**config.mk**
```make
export PLATFORM = sky130hd
export DESIGN_NAME = table_interpolate_frame_sync
export DESIGN_NICKNAME = d
export VERILOG_FILES = /design/src/tif_pkg.sv /design/src/table_interpolate_frame_sync.sv
export VERILOG_INCLUDE_DIRS = /design/src
export SDC_FILE = /design/constraint.sdc
export NUM_CORES = 2
export LEC_CHECK = 0
export BUFFER_PORTS_ARGS = -buffer_cell sky130_fd_sc_hd__buf_2
export CORE_MARGIN = 8
export CORE_UTILIZATION = 56
export CTS_CLUSTER_DIAMETER = 40
export DETAILED_ROUTE_END_ITERATION = 6
export GPL_TIMING_DRIVEN = 0
export PLACE_DENSITY_LB_ADDON = 0.2
export SYNTH_ARGS = -nofsm -noshare
export SYNTH_HDL_FRONTEND = slang
export SYNTH_SLANG_ARGS = --single-unit
```
**constraint.sdc**
```tcl
create_clock -name CLK_IN -period 26.8 [get_ports CLK_IN]
set_clock_uncertainty 0.1 [all_clocks]
set_input_delay 1.34 -clock CLK_IN [delete_from_list [all_inputs] [get_ports CLK_IN]]
set_output_delay 1.34 -clock CLK_IN [all_outputs]
set_load 0.03 [all_outputs]
```
**src/tif_cfg.svh**
```systemverilog
// Overview of operation
// RULE1: The entry number is bits 15:8 of the independent variable and the fraction is bits 7:0.
// RULE2: The result is entry n plus fraction times (entry n+1 minus entry n) divided by 256.
// RULE3: The signed rounded variant rounds to nearest with ties going to the even integer.
// RULE4: The signed unrounded variant returns the value with eight fraction bits kept.
// RULE5: The register-pair form interpolates two data registers using the destination fraction.
// RULE6: Software issues the pair form one size larger than the unrounded lookups fed to it.
// RULE7: Frame create pushes a register, loads it with the stack address, then reserves a frame.
// RULE8: Frame remove loads the stack pointer from the register, then pops the saved link.
// RULE9: The no-operation waits for all bus cycles to end and starts after earlier work ends.
// RULE10: The unsigned variants mirror the signed ones, rounded and unrounded, at every size.
// RULE11: Interpolation works on a memory table via an effective address and on a register pair.
// RULE12: Signed variants read entries as two's complement, unsigned ones as unsigned, per size.
`ifndef TIF_CFG_SVH
`define TIF_CFG_SVH

`define SZ_BYTE     2'h0
`define SZ_WORD     2'h1
`define SZ_LONG     2'h2
`define ENTRY_MSB   15
`define ENTRY_LSB   8
`define FRAC_MSB    7
`define FRAC_LSB    0
`define FRAC_BITS   8
`define HALF_LSB    8'h80
`define PUSH_BYTES  32'h4
`define RES_RESET   32'h0

`endif

```
**src/tif_pkg.sv**
```systemverilog
package tif_pkg;

  typedef enum logic [2:0] {
    OP_NOP      = 3'h0,
    OP_TBL_MEM  = 3'h1,
    OP_TBL_PAIR = 3'h2,
    OP_LINK     = 3'h3,
    OP_FRAME_RM = 3'h4
  } op_t;

  typedef enum logic [1:0] {
    INTERP_SIGNED_ROUNDED     = 2'h0,
    INTERP_SIGNED_UNROUNDED   = 2'h1,
    INTERP_UNSIGNED_ROUNDED   = 2'h2,
    INTERP_UNSIGNED_UNROUNDED = 2'h3
  } mode_t;

  typedef struct packed {
    op_t         op;
    mode_t       mode;
    logic [1:0]  size;
    logic [31:0] ea;
    logic [31:0] independent_var_reg;
    logic [31:0] surface_fraction_reg;
    logic [31:0] pair_lo;
    logic [31:0] pair_hi;
    logic [31:0] areg;
    logic [31:0] sp;
    logic [31:0] disp;
  } cmd_t;

  typedef struct packed {
    logic        dst_we;
    logic [1:0]  dst_size;
    logic [31:0] dst_data;
    logic        an_we;
    logic [31:0] an_data;
    logic        sp_we;
    logic [31:0] sp_data;
  } res_t;

  typedef struct packed {
    logic        req;
    logic        we;
    logic [1:0]  size;
    logic [31:0] addr;
    logic [31:0] wdata;
  } mem_t;

  typedef enum logic [6:0] {
    ST_IDLE = 7'h01,
    ST_RD0  = 7'h02,
    ST_RD1  = 7'h04,
    ST_CALC = 7'h08,
    ST_PUSH = 7'h10,
    ST_POP  = 7'h20,
    ST_SYNC = 7'h40
  } state_t;

  typedef struct packed {
    state_t      state;
    cmd_t        cmd;
    logic [31:0] y0;
    logic [31:0] y1;
    mem_t        mem;
    res_t        res;
    logic        res_valid;
  } st_t;

endpackage

```
**src/table_interpolate_frame_sync.sv**
```systemverilog
`timescale 1ns/1ps
`include "tif_cfg.svh"

module table_interpolate_frame_sync (
  input  wire logic         CLK_IN,
  input  wire logic         RSTN_IN,
  input  wire logic         CMD_VALID_IN,
  input  tif_pkg::cmd_t     CMD_IN,
  output logic              CMD_READY_OUT,
  input  wire logic         BUS_IDLE_IN,
  output tif_pkg::mem_t     MEM_OUT,
  input  wire logic         MEM_ACK_IN,
  input  wire logic [31:0]  MEM_RDATA_IN,
  output logic              RES_VALID_OUT,
  output tif_pkg::res_t     RES_OUT
);
  import tif_pkg::*;

  // ****************************************
  // Helpers
  // ****************************************
  function automatic logic [33:0] extend(input logic [31:0] v, input logic [1:0] sz,
                                         input logic sgn);
    logic [33:0] r;
    r = '0;
    case (sz)
      `SZ_BYTE: r = {{26{sgn & v[7]}}, v[7:0]};
      `SZ_WORD: r = {{18{sgn & v[15]}}, v[15:0]};
      default:  r = {{2{sgn & v[31]}}, v};
    endcase
    return r;
  endfunction

  function automatic logic [31:0] entry_addr(input logic [31:0] base, input logic [8:0] n,
                                             input logic [1:0] sz);
    logic [31:0] off;
    off = {23'h0, n};
    case (sz)
      `SZ_BYTE: entry_addr = base + off;
      `SZ_WORD: entry_addr = base + {off[30:0], 1'b0};
      default:  entry_addr = base + {off[29:0], 2'b00};
    endcase
  endfunction

  st_t q;
  st_t d;

  // ****************************************
  // Interpolation datapath
  // ****************************************
  logic               is_signed;
  logic               is_rounded;
  logic [7:0]         entry_n;
  logic [7:0]         frac;
  logic [33:0]        y0e;
  logic [33:0]        y1e;
  logic signed [34:0] diff;
  logic signed [43:0] prod;
  logic signed [43:0] acc;
  logic [7:0]         frac_bits;
  logic               round_up;
  logic [31:0]        rounded;
  logic [31:0]        unrounded;

  assign is_signed  = (q.cmd.mode == INTERP_SIGNED_ROUNDED) ||
                      (q.cmd.mode == INTERP_SIGNED_UNROUNDED);          // [RULE10]
  assign is_rounded = (q.cmd.mode == INTERP_SIGNED_ROUNDED) ||
                      (q.cmd.mode == INTERP_UNSIGNED_ROUNDED);
  assign entry_n    = q.cmd.independent_var_reg[`ENTRY_MSB:`ENTRY_LSB]; // [RULE1]
  // Pair form takes its fraction from the destination register
  assign frac       = (q.cmd.op == OP_TBL_PAIR) ?
                      q.cmd.surface_fraction_reg[`FRAC_MSB:`FRAC_LSB] :
                      q.cmd.independent_var_reg[`FRAC_MSB:`FRAC_LSB];  // [RULE1] [RULE5]
  assign y0e        = extend(q.y0, q.cmd.size, is_signed);              // [RULE12]
  assign y1e        = extend(q.y1, q.cmd.size, is_signed);              // [RULE12]
  assign diff       = $signed({y1e[33], y1e}) - $signed({y0e[33], y0e});
  // Fraction is unsigned, so widen with a zero before the signed product
  assign prod       = 44'(diff * $signed({1'b0, frac}));                 // [RULE2]
  assign acc        = ($signed({{10{y0e[33]}}, y0e}) <<< `FRAC_BITS) + prod; // [RULE2]
  assign frac_bits  = acc[7:0];
  assign round_up   = (frac_bits > `HALF_LSB) ||
                      ((frac_bits == `HALF_LSB) && acc[8]);             // [RULE3]
  assign rounded    = acc[39:8] + {31'h0, round_up};                    // [RULE3] [RULE10]
  // Unrounded keeps eight bits below the radix point for exact sums
  assign unrounded  = acc[31:0];                                        // [RULE4] [RULE10]

  // ****************************************
  // Sequencer
  // ****************************************
  always_comb
  begin
    d = q;
    d.res_valid = 1'b0;
    d.res = '0;
    case (q.state)
      ST_IDLE:
      begin
        if (CMD_VALID_IN)
        begin
          d.cmd = CMD_IN;
          case (CMD_IN.op)
            OP_TBL_MEM:
            begin
              d.mem.req  = 1'b1;                                        // [RULE11]
              d.mem.we   = 1'b0;
              d.mem.size = CMD_IN.size;
              d.mem.addr = entry_addr(CMD_IN.ea,
                {1'b0, CMD_IN.independent_var_reg[`ENTRY_MSB:`ENTRY_LSB]},
                CMD_IN.size);                                           // [RULE1]
              d.state    = ST_RD0;
            end
            OP_TBL_PAIR:
            begin
              d.y0    = CMD_IN.pair_lo;                                 // [RULE5] [RULE11]
              d.y1    = CMD_IN.pair_hi;
              d.state = ST_CALC;
            end
            OP_LINK:
            begin
              d.mem.req   = 1'b1;                                       // [RULE7]
              d.mem.we    = 1'b1;
              d.mem.size  = `SZ_LONG;
              d.mem.addr  = CMD_IN.sp - `PUSH_BYTES;
              d.mem.wdata = CMD_IN.areg;
              d.state     = ST_PUSH;
            end
            OP_FRAME_RM:
            begin
              d.mem.req  = 1'b1;                                        // [RULE8]
              d.mem.we   = 1'b0;
              d.mem.size = `SZ_LONG;
              d.mem.addr = CMD_IN.areg;
              d.state    = ST_POP;
            end
            default:
              d.state = ST_SYNC;                                        // [RULE9]
          endcase
        end
      end
      ST_RD0:
      begin
        if (MEM_ACK_IN)
        begin
          d.y0       = MEM_RDATA_IN;
          d.mem.addr = entry_addr(q.cmd.ea, {1'b0, entry_n} + 9'h1, q.cmd.size); // [RULE2]
          d.state    = ST_RD1;
        end
      end
      ST_RD1:
      begin
        if (MEM_ACK_IN)
        begin
          d.y1      = MEM_RDATA_IN;
          d.mem.req = 1'b0;
          d.state   = ST_CALC;
        end
      end
      ST_CALC:
      begin
        d.res.dst_we   = 1'b1;
        d.res.dst_size = q.cmd.size;
        d.res.dst_data = is_rounded ? rounded : unrounded;              // [RULE3] [RULE4]
        d.res_valid    = 1'b1;
        d.state        = ST_IDLE;
      end
      ST_PUSH:
      begin
        if (MEM_ACK_IN)
        begin
          d.mem.req     = 1'b0;
          d.res.an_we   = 1'b1;                                         // [RULE7]
          d.res.an_data = q.mem.addr;
          d.res.sp_we   = 1'b1;
          d.res.sp_data = q.mem.addr + q.cmd.disp;                      // [RULE7]
          d.res_valid   = 1'b1;
          d.state       = ST_IDLE;
        end
      end
      ST_POP:
      begin
        if (MEM_ACK_IN)
        begin
          d.mem.req     = 1'b0;
          d.res.sp_we   = 1'b1;                                         // [RULE8]
          d.res.sp_data = q.cmd.areg + `PUSH_BYTES;
          d.res.an_we   = 1'b1;
          d.res.an_data = MEM_RDATA_IN;                                 // [RULE8]
          d.res_valid   = 1'b1;
          d.state       = ST_IDLE;
        end
      end
      ST_SYNC:
      begin
        // Own bus is already idle here; wait for every other pending cycle
        if (BUS_IDLE_IN)
        begin
          d.res_valid = 1'b1;                                           // [RULE9]
          d.state     = ST_IDLE;
        end
      end
      default:
      begin
        d = '0;
        d.state = ST_IDLE;
      end
    endcase
  end

  always_ff @(posedge CLK_IN or negedge RSTN_IN)
  begin
    if (!RSTN_IN)
    begin
      q <= '0;
      q.state <= ST_IDLE;
    end
    else
    begin
      q <= d;
    end
  end

  // ****************************************
  // Outputs
  // ****************************************
  // One command at a time keeps earlier work finished before the next starts
  assign CMD_READY_OUT = (q.state == ST_IDLE);                          // [RULE9]
  assign MEM_OUT       = q.mem;
  assign RES_VALID_OUT = q.res_valid;
  assign RES_OUT       = q.res;

endmodule

```
==> results.cfg <==
[logic_synthesis]
syn_area_um2 = 35400
syn-num-nets = 4976
netlist.top_cell.by_area = dfrtp_1
yosys.area_share.simple_pct = 16.6
synth_top_family_by_area = adder cells
synthTopCellsByArea = dfrtp_1 (26%), fa_1 (14%), ha_1 (7.1%)
syn_inst = 4234
netlist-cell-type-count = 95
synthAdderAreaFrac_pct = 20.7
synth-main-ff-cell = dfrtp_1
synth-compound-area-share_pct = 19.6
synth_xor_area_share_pct = 6.69
ys_top_cells_by_count = nand2_1 (609), dfrtp_1 (366), inv_1 (366), o21ai_0 (322), nor2_1 (305)
yosysMostFrequentCell = nand2_1
synthArstFlopShare_pct = 100
avgSynthCellArea_um2 = 8.37
yosys_warnings = 0
yosysSeqAreaShare_pct = 25.9
synth_edf_count = 0
synthMuxAreaShare_pct = 0.788
synth_top_area_share_pct = 25.9
ys_seq_elements = 367

[detailed_routing]
drtAntennaViolNets = 0
first_pass_iters = 6
viasPerCell = 6.10
routed_wl_mm = 136
dr_total_vias = 34400
drc = 0
drt_iter0_drc = 4186
wl_per_cell_um = 24.1

[floorplan]
coreArea_um2 = 62900
fp.dieW_um = 268
rows = 92
fp.dieH_um = 268
start_util_pct = 56.4
io_pins = 471
die_area_um2 = 71600

[critical_path]
critPathKind = flop to flop
cp.required_ns = 27.16
reg2reg_slack_ns = 13.90
cp_max_fo = 10
slowest_delay_ns = 0.81
worst_path_max_delay_cell = xnor2_1
path_common_cell = clkbuf_1
end_kind = flop
arrival_ns = 13.26
crit_path_start_kind = flop

[sta]
fmax_ghz = 0.0775
worstMarginPinSlew_ns = 1.43
setup_tns_ns = 0
period_needed_ns = 12.90
slew_violations = 0
slew_headroom_pct = 1.70
fin_hold_ws_ns = 0.372
setup_viol = 0
finalCritPeriodShare_pct = 48.1
rsz0062_at_grt = no
hold_viol = 0

[cells_and_area]
fin_nets = 5465
area_growth_pct = 15.2
layout-drive-gt1-share_pct = 15.5

[clock_network]
cts_resized = 0
root_buffer = clkbuf_16
cts_setup_buffers = 0
cts_tree = yes
clkSinkCount = 367
numCtsBuffers = 59
clock_path_buffers = 3
hold_buffers = 0
clk_pin_slew_worst_paths_ns = 0.06
clk-insertion-delay-late_ns = 0.66
h-tree-depth = 2

[worst_hold_path]
hp-class = flop to flop

[grt]
grt_max_degree = 114
grt_pass1_wl_mm = 203
antenna_found_initial = 25
overflow = 0
grt_usage_pct = 37.2
grt_pass1_vias = 33800

[run]
cap_violations = 0

[place]
gp_congestion = 1.05
port_buffers = 425
dp_hpwl_mm = 111

[status]
status = finished clean
## state kept, by name, summed over array words and instances, names as in the netlist
register       flops
MEM_OUT           68
entry_n            8
RES_OUT          100
RES_VALID_OUT      1
q                190
## cell families (layout without fill, tap and decap cells)
| logic type | count (synthesis) | in the layout |
|---|---|---|
| mux | 27 | 27 |
| fa+ha+maj | 442 | 442 |
| xor+xnor | 268 | 268 |
| compound gates | 1084 | 1084 |
| other cells | 0 | 16 |
| buf+inv | 737 | 1276 |
| flops | 367 | 367 |
| simple gates | 1309 | 1309 |
## layout make-up
| type | instances | area [um^2] |
|---|---|---|
| diodes | 16 | 40.0 |
| plain buffers | 370 | 2030 |
| clock buffers | 70 | 1570 |
| clock inverters | 41 | 504 |
| fillers | 5521 | 22000 |
| inverters | 367 | 1380 |
| multi-input cells | 3130 | 22800 |
| flip-flops and latches | 367 | 9190 |
| well taps | 846 | 1060 |
| repair buffers | 428 | 2220 |
## stage by stage
| step | instance area, um^2 | std cells | util [%] | setup WS [ns] |
|---|---|---|---|---|
| 2_1_floorplan | 35400 | 4234 | - | 16.75 |
| 4_1_cts | 40800 | 5619 | 64.9 | 14.13 |
| 3_5_place_dp | 38700 | 5508 | 61.6 | 14.20 |
| 5_1_grt | 40800 | 5633 | 64.9 | 13.20 |
| 3_3_place_gp | 38600 | 5505 | 61.4 | 14.33 |
| 6_report | 40800 | 5635 | 65.0 | 13.90 |
## worst max-delay path, delay by kind of cell, from the launching register on
kind	cells	cell delay (ns)
buffers and inverters	11	3.38
adders and majority gates	7	3.15
and+or+nand+nor	9	2.48
AOI/OAI and AO/OA	10	2.21
xor gates and xnor gates	2	1.08
DFF	1	0.33
## worst paths after layout
| kind | startpoint | to | depth (start not counted) |
|---|---|---|---|
| worst max-delay path | q[491] | RES_OUT[97] | 39 |
| max in group asynchronous | RSTN_IN | RES_OUT[72] | 3 |
| worst max register to register | q[491] | RES_OUT[97] | 39 |
| worst min register to register | q[495] | q[495] | 2 |
| min in group asynchronous | RSTN_IN | RES_OUT[30] | 1 |
| worst min-delay path | q[495] | q[495] | 2 |
## cells in the final DEF (no fill, tap or decap), types with 153 or more instances in the layout
cell,n
a21oi_1,244
buf_2,427
buf_4,169
clkbuf_1,190
dfrtp_1,366
fa_1,241
ha_1,201
inv_1,366
nand2_1,609
nor2_1,305
o21ai_0,322
xnor2_1,153
## routing by layer
layer  track usage [%]  part of all wire (%)  vias up
li1                  -                     -    15300
met2              57.1                    44     1995
met3              11.4                    13      436
met4              20.1                   6.3        6
met1              47.0                    37    16600
met5            0.0693                 0.026        -
Power is not shown: default switching activity piles up to over one toggle a cycle in this logic, so the estimate is an artifact.
